==> src/hw/sensor_defs.svh <==
// constants of the sensor state and heater controller
`ifndef SENSOR_DEFS_SVH
`define SENSOR_DEFS_SVH

// ********************************
// register map and link addresses
// ********************************
`define CTRL_OFFSET 8'h0C
`define STATUS_OFFSET 8'h09
`define CTRL_RESET 8'h00
`define ADDR_NORMAL 7'h28
`define ADDR_BOOT_FAULT 7'h4C
`define BYTE_BITS 4'h8

// ********************************
// field codes
// ********************************
`define OP_SLEEP 3'h0
`define OP_MEASURE 3'h1
`define OP_PROHIBITED 3'h2
`define OP_RESET 3'h4
`define STBY_100 3'h2
`define STBY_400 3'h3
`define STBY_1000 3'h4
`define STBY_ONE_SHOT 3'h7
`define CODE_SLEEP 3'h0
`define CODE_MEASURE 3'h1
`define CODE_STANDBY 3'h5

// ********************************
// timing
// ********************************
`define CLOCK_KHZ 200000
`define STBY_100_MS 100
`define STBY_400_MS 400
`define STBY_1000_MS 1000
`define WAKE_CYCLES 5'h10
`define TIMER_W 28

`endif

==> src/hw/sensor_pkg.sv <==
// types shared by the sensor state and heater controller
package sensor_pkg;

  // operating states of the device
  typedef enum logic [2:0] {
    st_sleep = 3'b000,
    st_measure = 3'b001,
    st_boot = 3'b100,
    st_standby = 3'b101,
    st_wake = 3'b110
  } op_state_type;

  // serial slave progress
  typedef enum logic [2:0] {
    link_idle = 3'b000,
    link_addr = 3'b001,
    link_addr_ack = 3'b010,
    link_write = 3'b011,
    link_write_ack = 3'b100,
    link_read = 3'b101,
    link_read_ack = 3'b110
  } link_state_type;

  typedef struct packed {
    logic reserved;
    logic [2:0] standby_interval;
    logic heater_on;
    logic [2:0] op_request;
  } control_type;

  typedef struct packed {
    logic reserved;
    logic heater_fault;
    logic boot_load_fault_flag;
    logic setting_fault;
    logic data_ready;
    logic [2:0] state_code;
  } status_type;

endpackage : sensor_pkg

==> src/hw/pin_sync.sv <==
// three-stage synchroniser with agreement filter for one pin
`timescale 1ns/10ps
`default_nettype none
module pin_sync #(
  parameter logic INIT = 1'b1
) (
  input wire logic i_clock,
  input wire logic i_sys_rst,
  input wire logic i_clock_en,
  input wire logic i_pin,
  output logic o_level
);
  logic [2:0] stage;
  logic [2:0] next_stage;
  logic next_level;

  // first stage feeds only the second; filter looks at 2nd and 3rd
  always_comb begin
    next_stage = {stage[1:0], i_pin};
    next_level = (stage[2] == stage[1]) ? stage[1] : o_level;
  end

  always_ff @(posedge i_clock or posedge i_sys_rst) begin
    if (i_sys_rst) begin
      stage <= {3{INIT}};
      o_level <= INIT;
    end else if (i_clock_en) begin
      stage <= next_stage;
      o_level <= next_level;
    end
  end
endmodule : pin_sync
`default_nettype wire

==> src/hw/sensor_state_heater_control.sv <==
// operating state, heater and serial register access of the sensor
`timescale 1ns/10ps
`default_nettype none
`include "sensor_defs.svh"
module sensor_state_heater_control
  import sensor_pkg::*;
#(
  parameter int unsigned STBY_100_CYCLES = `STBY_100_MS * `CLOCK_KHZ,
  parameter int unsigned STBY_400_CYCLES = `STBY_400_MS * `CLOCK_KHZ,
  parameter int unsigned STBY_1000_CYCLES = `STBY_1000_MS * `CLOCK_KHZ
) (
  input wire logic i_clock,
  input wire logic i_sys_rst,
  input wire logic i_clock_en,
  input wire logic i_scl,
  input wire logic i_sda,
  input wire logic i_heater_overcurrent,
  input wire logic i_conversion_done,
  input wire logic i_boot_done,
  input wire logic i_boot_fail,
  output logic o_sda_out,
  output logic o_sda_oe_n,
  output logic o_heater_on,
  output logic o_conversion_start,
  output logic o_boot_start,
  output logic o_data_ready,
  output logic [2:0] o_state
);
  // ********************************
  // pin synchronisers
  // ********************************
  logic scl;
  logic sda;
  logic overcurrent;

  pin_sync #(.INIT(1'b1)) scl_sync (.i_clock(i_clock),
    .i_sys_rst(i_sys_rst), .i_clock_en(i_clock_en), .i_pin(i_scl),
    .o_level(scl));
  pin_sync #(.INIT(1'b1)) sda_sync (.i_clock(i_clock),
    .i_sys_rst(i_sys_rst), .i_clock_en(i_clock_en), .i_pin(i_sda),
    .o_level(sda));
  pin_sync #(.INIT(1'b0)) oc_sync (.i_clock(i_clock),
    .i_sys_rst(i_sys_rst), .i_clock_en(i_clock_en),
    .i_pin(i_heater_overcurrent), .o_level(overcurrent));

  // ********************************
  // state declarations
  // ********************************
  op_state_type op_state, next_op_state;
  control_type ctrl, next_ctrl;
  status_type status;
  logic heater_fault, next_heater_fault;
  logic boot_fault, next_boot_fault;
  logic setting_fault, next_setting_fault;
  logic data_ready, next_data_ready;
  logic boot_started, next_boot_started;
  logic conv_pulse, boot_pulse;
  logic [`TIMER_W-1:0] timer, next_timer;
  logic [4:0] wake_cnt, next_wake_cnt;

  link_state_type link, next_link;
  logic scl_prev, sda_prev;
  logic [3:0] cnt, next_cnt;
  logic [7:0] shift, next_shift;
  logic [7:0] tx, next_tx;
  logic [7:0] pointer, next_pointer;
  logic first, next_first;
  logic rw, next_rw;
  logic mack, next_mack;
  logic sda_release, next_sda_release;
  logic wr_ctrl;
  logic scl_rise, scl_fall, start_cond, stop_cond;
  logic [6:0] own_addr;
  logic [7:0] read_data;

  // status code seen by the host; transient states fold into neighbours
  function automatic logic [2:0] state_code(input op_state_type s);
    case (s)
      st_measure: state_code = `CODE_MEASURE;
      st_standby: state_code = `CODE_STANDBY;
      st_wake: state_code = `CODE_STANDBY;
      default: state_code = `CODE_SLEEP;
    endcase
  endfunction : state_code

  // ********************************
  // serial slave
  // ********************************
  assign scl_rise = scl & ~scl_prev;
  assign scl_fall = ~scl & scl_prev;
  assign start_cond = scl & scl_prev & sda_prev & ~sda;
  assign stop_cond = scl & scl_prev & ~sda_prev & sda;
  assign own_addr = boot_fault ? `ADDR_BOOT_FAULT : `ADDR_NORMAL;
  assign status = '{reserved: 1'b0, heater_fault: heater_fault,
    boot_load_fault_flag: boot_fault, setting_fault: setting_fault,
    data_ready: data_ready, state_code: state_code(op_state)};
  // unmapped pointers read as zero
  assign read_data = (pointer == `CTRL_OFFSET) ? ctrl :
    (pointer == `STATUS_OFFSET) ? status : 8'h00;

  // bits sampled on scl rise, sda driven on scl fall
  always_comb begin
    next_link = link;
    next_cnt = cnt;
    next_shift = shift;
    next_tx = tx;
    next_pointer = pointer;
    next_first = first;
    next_rw = rw;
    next_mack = mack;
    next_sda_release = sda_release;
    wr_ctrl = 1'b0;
    if (start_cond) begin
      next_link = link_addr;
      next_cnt = 4'h0;
      next_sda_release = 1'b1;
    end else if (stop_cond) begin
      next_link = link_idle;
      next_sda_release = 1'b1;
    end else if (scl_rise) begin
      next_shift = {shift[6:0], sda};
      next_cnt = cnt + 4'h1;
      next_mack = ~sda;
    end else if (scl_fall) begin
      case (link)
        link_addr: begin
          if (cnt == `BYTE_BITS) begin
            next_cnt = 4'h0;
            if (shift[7:1] == own_addr && op_state != st_wake) begin
              next_sda_release = 1'b0;
              next_rw = shift[0];
              next_link = link_addr_ack;
            end else begin
              next_link = link_idle;
            end
          end
        end
        link_addr_ack: begin
          next_cnt = 4'h0;
          if (rw) begin
            next_tx = read_data;
            next_sda_release = read_data[7];
            next_link = link_read;
          end else begin
            next_sda_release = 1'b1;
            next_first = 1'b1;
            next_link = link_write;
          end
        end
        link_write: begin
          if (cnt == `BYTE_BITS) begin
            next_cnt = 4'h0;
            next_sda_release = 1'b0;
            next_link = link_write_ack;
            next_first = 1'b0;
            if (first) begin
              next_pointer = shift;
            end else if (pointer == `CTRL_OFFSET) begin
              wr_ctrl = 1'b1;
            end
          end
        end
        link_write_ack: begin
          next_cnt = 4'h0;
          next_sda_release = 1'b1;
          next_link = link_write;
        end
        link_read: begin
          if (cnt == `BYTE_BITS) begin
            next_cnt = 4'h0;
            next_sda_release = 1'b1;
            next_link = link_read_ack;
          end else begin
            next_tx = {tx[6:0], 1'b0};
            next_sda_release = tx[6];
          end
        end
        link_read_ack: begin
          next_cnt = 4'h0;
          if (mack) begin
            next_tx = read_data;
            next_sda_release = read_data[7];
            next_link = link_read;
          end else begin
            next_link = link_idle;
          end
        end
        default: next_link = link_idle;
      endcase
    end
  end

  always_ff @(posedge i_clock or posedge i_sys_rst) begin
    if (i_sys_rst) begin
      link <= link_idle;
      scl_prev <= 1'b1;
      sda_prev <= 1'b1;
      cnt <= 4'h0;
      shift <= 8'h00;
      tx <= 8'h00;
      pointer <= 8'h00;
      first <= 1'b0;
      rw <= 1'b0;
      mack <= 1'b0;
      sda_release <= 1'b1;
    end else if (i_clock_en) begin
      link <= next_link;
      scl_prev <= scl;
      sda_prev <= sda;
      cnt <= next_cnt;
      shift <= next_shift;
      tx <= next_tx;
      pointer <= next_pointer;
      first <= next_first;
      rw <= next_rw;
      mack <= next_mack;
      sda_release <= next_sda_release;
    end
  end

  // ********************************
  // operating state and heater
  // ********************************
  always_comb begin
    next_op_state = op_state;
    next_ctrl = ctrl;
    next_heater_fault = heater_fault;
    next_boot_fault = boot_fault;
    next_setting_fault = setting_fault;
    next_data_ready = data_ready;
    next_boot_started = boot_started;
    next_timer = timer;
    next_wake_cnt = wake_cnt;
    conv_pulse = 1'b0;
    boot_pulse = 1'b0;
    case (op_state)
      st_boot: begin
        if (!boot_started) begin
          next_boot_started = 1'b1;
          boot_pulse = 1'b1;
        end else if (i_boot_done) begin
          next_op_state = st_sleep;
          next_boot_fault = i_boot_fail;
        end
      end
      st_standby: begin
        if (timer == '0) begin
          next_op_state = st_wake;
          next_wake_cnt = `WAKE_CYCLES;
        end else begin
          next_timer = timer - `TIMER_W'(1);
        end
      end
      st_wake: begin
        if (wake_cnt == 5'h00) begin
          next_op_state = st_measure;
          conv_pulse = 1'b1;
        end else begin
          next_wake_cnt = wake_cnt - 5'h01;
        end
      end
      st_measure: begin
        if (i_conversion_done) begin
          next_data_ready = 1'b1;
          next_op_state = st_standby;
          case (ctrl.standby_interval)
            `STBY_100: next_timer = `TIMER_W'(STBY_100_CYCLES - 1);
            `STBY_400: next_timer = `TIMER_W'(STBY_400_CYCLES - 1);
            `STBY_1000: next_timer = `TIMER_W'(STBY_1000_CYCLES - 1);
            // one-shot and test codes end in sleep
            default: next_op_state = st_sleep;
          endcase
          if (ctrl.op_request != `OP_MEASURE) begin
            next_op_state = st_sleep;
          end
        end
      end
      default: next_op_state = op_state;
    endcase
    // request decode; writes during boot only honour reset
    if (wr_ctrl && (op_state != st_boot || shift[2:0] == `OP_RESET)) begin
      // layout with bit 7 forced to zero
      next_ctrl = control_type'({1'b0, shift[6:0]});
      case (shift[2:0])
        `OP_RESET: begin
          // reset control and all flags and rerun boot load
          next_ctrl = control_type'(`CTRL_RESET);
          next_op_state = st_boot;
          next_boot_started = 1'b0;
          next_boot_fault = 1'b0;
          next_setting_fault = 1'b0;
          next_data_ready = 1'b0;
        end
        `OP_MEASURE: begin
          next_setting_fault = 1'b0;
          if (op_state != st_measure) begin
            next_op_state = st_measure;
            conv_pulse = 1'b1;
            next_data_ready = 1'b0;
          end
        end
        `OP_SLEEP, `OP_PROHIBITED: begin
          // prohibited code only flags and sleeps
          next_setting_fault = (shift[2:0] == `OP_PROHIBITED);
          if (op_state == st_standby || op_state == st_wake) begin
            next_op_state = st_sleep;
          end
        end
        default: next_ctrl.op_request = ctrl.op_request;
      endcase
    end
    // clear on heater off, set wins over clear
    if (!next_ctrl.heater_on) begin
      next_heater_fault = 1'b0;
    end
    if (overcurrent && next_ctrl.heater_on) begin
      next_heater_fault = 1'b1;
    end
  end

  always_ff @(posedge i_clock or posedge i_sys_rst) begin
    if (i_sys_rst) begin
      // power-up runs the boot load first
      op_state <= st_boot;
      ctrl <= control_type'(`CTRL_RESET);
      heater_fault <= 1'b0;
      boot_fault <= 1'b0;
      setting_fault <= 1'b0;
      data_ready <= 1'b0;
      boot_started <= 1'b0;
      timer <= '0;
      wake_cnt <= 5'h00;
      o_sda_out <= 1'b0;
      o_sda_oe_n <= 1'b1;
      o_heater_on <= 1'b0;
      o_conversion_start <= 1'b0;
      o_boot_start <= 1'b0;
      o_data_ready <= 1'b0;
      o_state <= `CODE_SLEEP;
    end else if (i_clock_en) begin
      op_state <= next_op_state;
      ctrl <= next_ctrl;
      heater_fault <= next_heater_fault;
      boot_fault <= next_boot_fault;
      setting_fault <= next_setting_fault;
      data_ready <= next_data_ready;
      boot_started <= next_boot_started;
      timer <= next_timer;
      wake_cnt <= next_wake_cnt;
      o_sda_out <= 1'b0;
      o_sda_oe_n <= next_sda_release;
      // heater drive, cut by a fault
      o_heater_on <= next_ctrl.heater_on & ~next_heater_fault;
      o_conversion_start <= conv_pulse;
      o_boot_start <= boot_pulse;
      o_data_ready <= next_data_ready;
      o_state <= state_code(next_op_state);
    end
  end
endmodule : sensor_state_heater_control
`default_nettype wire

==> config.mk <==
export PLATFORM = sky130hd
export DESIGN_NAME = sensor_state_heater_control
export DESIGN_NICKNAME = d
export VERILOG_FILES = /design/src/hw/sensor_pkg.sv /design/src/hw/pin_sync.sv /design/src/hw/sensor_state_heater_control.sv
export VERILOG_INCLUDE_DIRS = /design/src /design/src/hw
export SDC_FILE = /design/constraint.sdc
export NUM_CORES = 1
export LEC_CHECK = 0
export ABC_AREA = 1
export BUFFER_PORTS_ARGS = -buffer_cell sky130_fd_sc_hd__clkbuf_2
export CAP_MARGIN = 20
export CORE_UTILIZATION = 40
export DETAILED_ROUTE_END_ITERATION = 12
export PLACE_DENSITY = 0.64
export SLEW_MARGIN = 40
export SYNTH_ARGS = -nofsm -noshare
export SYNTH_HDL_FRONTEND = slang
export SYNTH_SLANG_ARGS = --single-unit
==> constraint.sdc <==
create_clock -name i_clock -period 4.2 [get_ports i_clock]
set_input_delay 0.21 -clock i_clock [delete_from_list [all_inputs] [get_ports i_clock]]
set_output_delay 0.21 -clock i_clock [all_outputs]
set_load 0.01 [all_outputs]
# Word-level counts from Yosys, hierarchy flattened
# Cells that the tools add are included.
# Widths: inputs -> output; s select.
[classes]
add_sub_neg = 3
n_bitwise = 16
n_eq_ne = 48
n_mux = 92
reduce_logical = 42
[ops]
columns = ["cell", "count"]
rows = [
  ["$pmux 28 s3", 1],
  ["$mux 3", 19],
  ["$mux 28", 2],
  ["$pmux 28 s2", 1],
  ["$mux 7", 6],
  ["$mux 1", 40],
  ["$reduce_and 8->1", 4],
  ["$eq 3x3->1 const B", 10],
  ["$logic_not 28->1", 1],
  ["$mux 4", 7],
  ["$sub 28x1->28 const B", 1],
  ["$pmux 7 s3", 1],
  ["$ne 2x2->1 const B", 10],
  ["$ne 4x4->1 const B", 5],
  ["$pmux 3 s2", 3],
  ["$pmux 3 s6", 1],
  ["$eq 8x4->1 const B", 2],
  ["$eq 3x2->1 const B", 5],
  ["$eq 3x1->1 const B", 4],
  ["$pmux 3 s4", 1],
  ["$reduce_or 3->1", 4],
  ["$mux 5", 2],
  ["$pmux 5 s2", 1],
  ["$reduce_and 5->1", 2],
  ["29 further kinds", 68],
]
[word_totals]
word_cells = 233
out_inout_bits = 9
in_bits = 9
ff_bits = 102

# Logic depth before layout (Yosys ltp)
[logic_depth]
depth_word = 15
ltp_mapped = 14
ltp_nobuf = 14

# By module
# From an unflattened synthesis, not the netlist that was laid out.
[unflattened]
cells_unflattened = 807
area_unflattened_um2 = 5979.5
[modules_own_cells]
columns = ["module", "area_each_um2", "seq_area_each_um2", "cells_per_inst", "n_inst"]
rows = [
  ["sensor_state_heater_control", 5466.5, 2232.1, 744, 1],
  ["pin_sync (scl_sync ...)", 172.7, 105.1, 21, 2],
  ["pin_sync (oc_sync)", 167.7, 100.1, 21, 1],
]

# Least setup slack after synthesis
# No wires, ideal clock.
[synth_path]
kind = "register to register"
start = "register scl_sync.o_level"
end = "register o_state[0]"
path_slack_ps = 2284
t_required_ps = 4083
t_arrival_ps = 1799
n_path_buf = 0
setup_ps = 117
period_less_slack_ps = 1916
stages_incl_launch_ff = 13
cell_sequence = "dfstp_2 > ha_1 > nand2_1 > nor2_1 > inv_1 > nand2_1 > nor2_1 > nand2_2 > nor2_1 > nor2_1 > nand3_1 > nand3_1 > nand2_1"
[synth_via]
elab_chain_len = 11
word_cells_on_any_way = 19
classes_between = "eq/ne: 3; mux: 6; bitwise: 8; reduce/logical: 2"
[synth_rtl]
columns = ["item", "line", "text"]
rows = [
  ["start: declaration", "pin_sync.sv:11", "output logic o_level"],
  ["start signal: assignment", "pin_sync.sv:29", "o_level <= next_level;"],
  ["$not 1->1", "sensor_state_heater_control.sv:90", "assign scl_fall = ~scl & scl_prev;"],
  ["$and 1x1->1", "sensor_state_heater_control.sv:90", ""],
  ["$mux 1", "sensor_state_heater_control.sv:124", "end else if (scl_fall) begin"],
  ["$mux 1", "sensor_state_heater_control.sv:120", "end else if (scl_rise) begin"],
  ["$mux 1", "sensor_state_heater_control.sv:117", "end else if (stop_cond) begin"],
  ["$mux 1 (*)", "sensor_state_heater_control.sv:113", "if (start_cond) begin"],
  ["$logic_and 1x1->1 (*)", "sensor_state_heater_control.sv:281", "if (wr_ctrl && (op_state != st_boot || shift[2:0] == `OP_RESET)) begin"],
  ["$mux 3 (*)", "sensor_state_heater_control.sv:281", ""],
  ["$eq 3x3->1", "sensor_state_heater_control.sv:78", "case (s)"],
  ["$reduce_or 2->1 (no line)", "--", ""],
  ["$pmux 3 s2 (*)", "sensor_state_heater_control.sv:78", ""],
  ["end signal: assignment", "sensor_state_heater_control.sv:339", "o_state <= `CODE_SLEEP;"],
  ["end signal: assignment", "sensor_state_heater_control.sv:357", "o_state <= state_code(next_op_state);"],
  ["end: declaration", "sensor_state_heater_control.sv:27", "output logic [2:0] o_state"],
]
# Mark *: on every way between the ends. The rest lies on a longest branch, timed or not.
# A chain may end at the register's enable or synchronous reset.

# Worst setup path in the final report
# Same ends and word-level chain as after synthesis.

==> results_dict.tcl <==
set metrics [dict create \
    run_status "finished clean" \
    grt_util_all_layers 0.186 \
    post_synth_instance_area_um2 5750 \
    synth_cell_types 54 \
    placedCellCount 936 \
    cts_made_buffers 9 \
    io_buffer_count 15 \
    max-slew-margin-rel 0.548 \
    max_stage_delay_ps 580 \
    timing.critical_path.fanout_max 6 \
    grt_pass1_vias 4519 \
    wl_per_cell_um 13.7 \
    worst_pin_slew_ps 677 \
    grt_overflow 0 \
    synth-seq-cells 101 \
    cp_common_cell "nor2_1" \
    rsz0062_at_grt "false" \
    period_share 0.542 \
    layout_setup_ws_ps 1920 \
    ctsRootBufferMaster "clkbuf_16" \
    grt_pass1_wl_um 22000 \
    layout.nets 785 \
    yosysTopAreaCellShare 0.387 \
    final.min_clock_period_ps 2280 \
    place_congestion 0.897 \
    final-hold-violation-count 0 \
    avgSynthCellArea_um2 7.62 \
    report.final.setup_viol 0 \
    layout_commonest_cell "nand2_1" \
    p_leak_nw 2.99 \
    synth-main-ff-cell "dfrtp_1" \
    antenna_left 0 \
    yosys_warnings 0 \
    synth_top_cells_by_area "dfrtp_1 39%, nand2_1 11%, inv_1 6.5%" \
    worst_case_clock_skew_ps 9.99 \
    clk-insertion-delay-late_ps 350 \
    drive_above_1_share 0.106 \
    endpoint_arrival_time_on_the_critical_path_ps 2510 \
    antenna_violations_before_repair 0 \
    clock_sinks 101 \
    detailed_place_hpwl_um 9290 \
    vdd.ir_drop.worst_v 0.000298 \
    final_cells 953 \
    grt_max_degree 74 \
    detailroute.via_count 4925 \
    drtIter0Drc 349 \
    layout-area-overhead-vs-synth_pct 9.34 \
    tritoncts "done" \
    drt-total-wl_um 13100 \
    critPathKind "reg -> reg" \
    number_of_flops_mapped_to_enable_cells_by_yosys 0 \
    crit_chain "ha_1 -> nand2_1 -> nor2_1 -> inv_1 -> nand2_1 -> nor2_1 -> nand2_2 -> nor2_1 -> nor2_1 -> nand3_1 -> nand3_1 -> nand2_1" \
    antennaDiodeCount 0 \
    clock.fmax_mhz 439 \
    floorplan.die.height_um 122 \
    floorplan.die.width_um 122 \
    path_clk_slew_ps 70 \
    power-per-cell-area_nw_per_um2 534 \
    layout.cells.most_common_list "165 x nand2_1, 98 x inv_1, 89 x dfrtp_1" \
    tns_setup_ps 0 \
    drtPass1Iterations 5 \
    synthDominantAreaCellType "dfrtp_1" \
    timing.critical_path.required_ps 4440 \
    timing.critical_path.from_type "register" \
    postCtsResizedCells 0 \
    dpl_worst_slack_ps 1950 \
    viasPerCell 5.17 \
    asyncSetResetFlopFracSynth 1.00 \
    placementRows 43 \
    hold_path_class "in -> reg" \
    seq_area_frac_synth 0.442 \
    htree_num_levels 3 \
    post_synth_inst_count 754 \
    setup.worst_path.end_class "register" \
    remaining_drc_errors 0 \
    design.die.area_um2 14900 \
    floorplan.initialDensity 0.412 \
    cpMaxStageDelayCell "dfstp_2" \
    fp.coreArea_um2 13900 \
    cts-root-to-sink-buffers 2 \
    io-pin-count 18 \
    slew_violations 0 \
    drv.max_cap_violation_count 0 \
    power_w 0.00336 \
]
==> critical path: cells and delay by family, from the launching register on <==
kind | cells | cell delay (ps)
and+or+nand+nor | 10 | 1190
adders and majority gates | 1 | 190
buffers and inverters | 1 | 200
DFF | 1 | 580
==> layout make-up <==
| cell class | count | area, µm² |
|---|---|---|
| clock inverter | 3 | 17.5 |
| inverter | 106 | 405 |
| multi-input combinational | 531 | 2720 |
| sequential | 101 | 2540 |
| timing repair buffer | 19 | 108 |
| tap | 180 | 225 |
| fill | 1365 | 7650 |
| clock buffer | 13 | 272 |
==> final timing paths <==
path / slack, ps / start / end / cells after the start
setup / recovery: 1920 / scl_sync.o_level / o_state[0] / 12
hold / removal: 40 / i_scl / scl_sync.stage[0] / 3
setup reg to reg: 1920 / scl_sync.o_level / o_state[0] / 12
hold reg to reg: 460 / scl_sync.stage[0] / scl_sync.stage[0] / 2
max in group asynchronous: 2770 / i_sys_rst / o_sda_oe_n / 4
min in group asynchronous: 500 / i_sys_rst / timer[8] / 3
==> per-layer routing <==
metal,share of wire,global-route usage
met1,0.52,0.279
met2,0.43,0.279
met3,0.036,0.0300
met4,0.010,0.0455
met5,0,0
==> power by group <==
group | leakage [nW] | switching (W) | internal, W
Sequential | 1.20 | 0.000233 | 0.00124
Combinational | 1.64 | 0.000698 | 0.000374
Clock | 0.141 | 0.000362 | 0.000453
==> flip-flops by register name (all words and copies together), names as in the netlist, 2 cells and up <==
signal and flops:
timer 28, pointer 8, shift 8, ctrl 7, tx 7, wake_cnt 5, cnt 4, link 3
oc_sync.stage 3, op_state 3, scl_sync.stage 3, sda_sync.stage 3, o_state 2
==> cells by family after synthesis <==
logic type | Yosys count | synth area share
buf+inv | 123 | 0.0860
mux | 4 | 0.00697
compound gates | 142 | 0.141
fa+ha+maj | 8 | 0.0174
simple gates | 361 | 0.284
flops | 101 | 0.442
xor+xnor | 14 | 0.0213
other cells | 1 | 0.000652
==> through the flow <==
stage               utilization  cell area (µm²)  hold WS [ps]
floorplan                     -             5750           306
global placement          0.429             5980           399
detailed placement        0.430             5990           373
CTS                       0.451             6280          40.5
global route              0.451             6280          47.5
finish                    0.451             6280          43.2
==> repair_timing <==
| item | CTS | global route |
|---|---|---|
| setup endpoints to repair | 0 | 0 |
| setup buffers | 0 | 0 |
| endpoints found under the hold margin | 3 | 0 |
| hold buffers | 1 | 0 |
==> synth_stat cells, drive strengths merged (2+ instances only) <==
cell and count:
nand2 172, inv 105, nor2 96, dfrtp 89, o21ai 86, nand3 56
a21oi 20, nor3 16, nand4 13, a22oi 12, dfstp 12, xor2 12
buf 9, clkbuf 8, ha 8, o22ai 7, mux2i 4, o211ai 4
o31ai 4, a31oi 2, nor3b 2, o21a 2, xnor2 2
(Power assumes the default switching activity.)
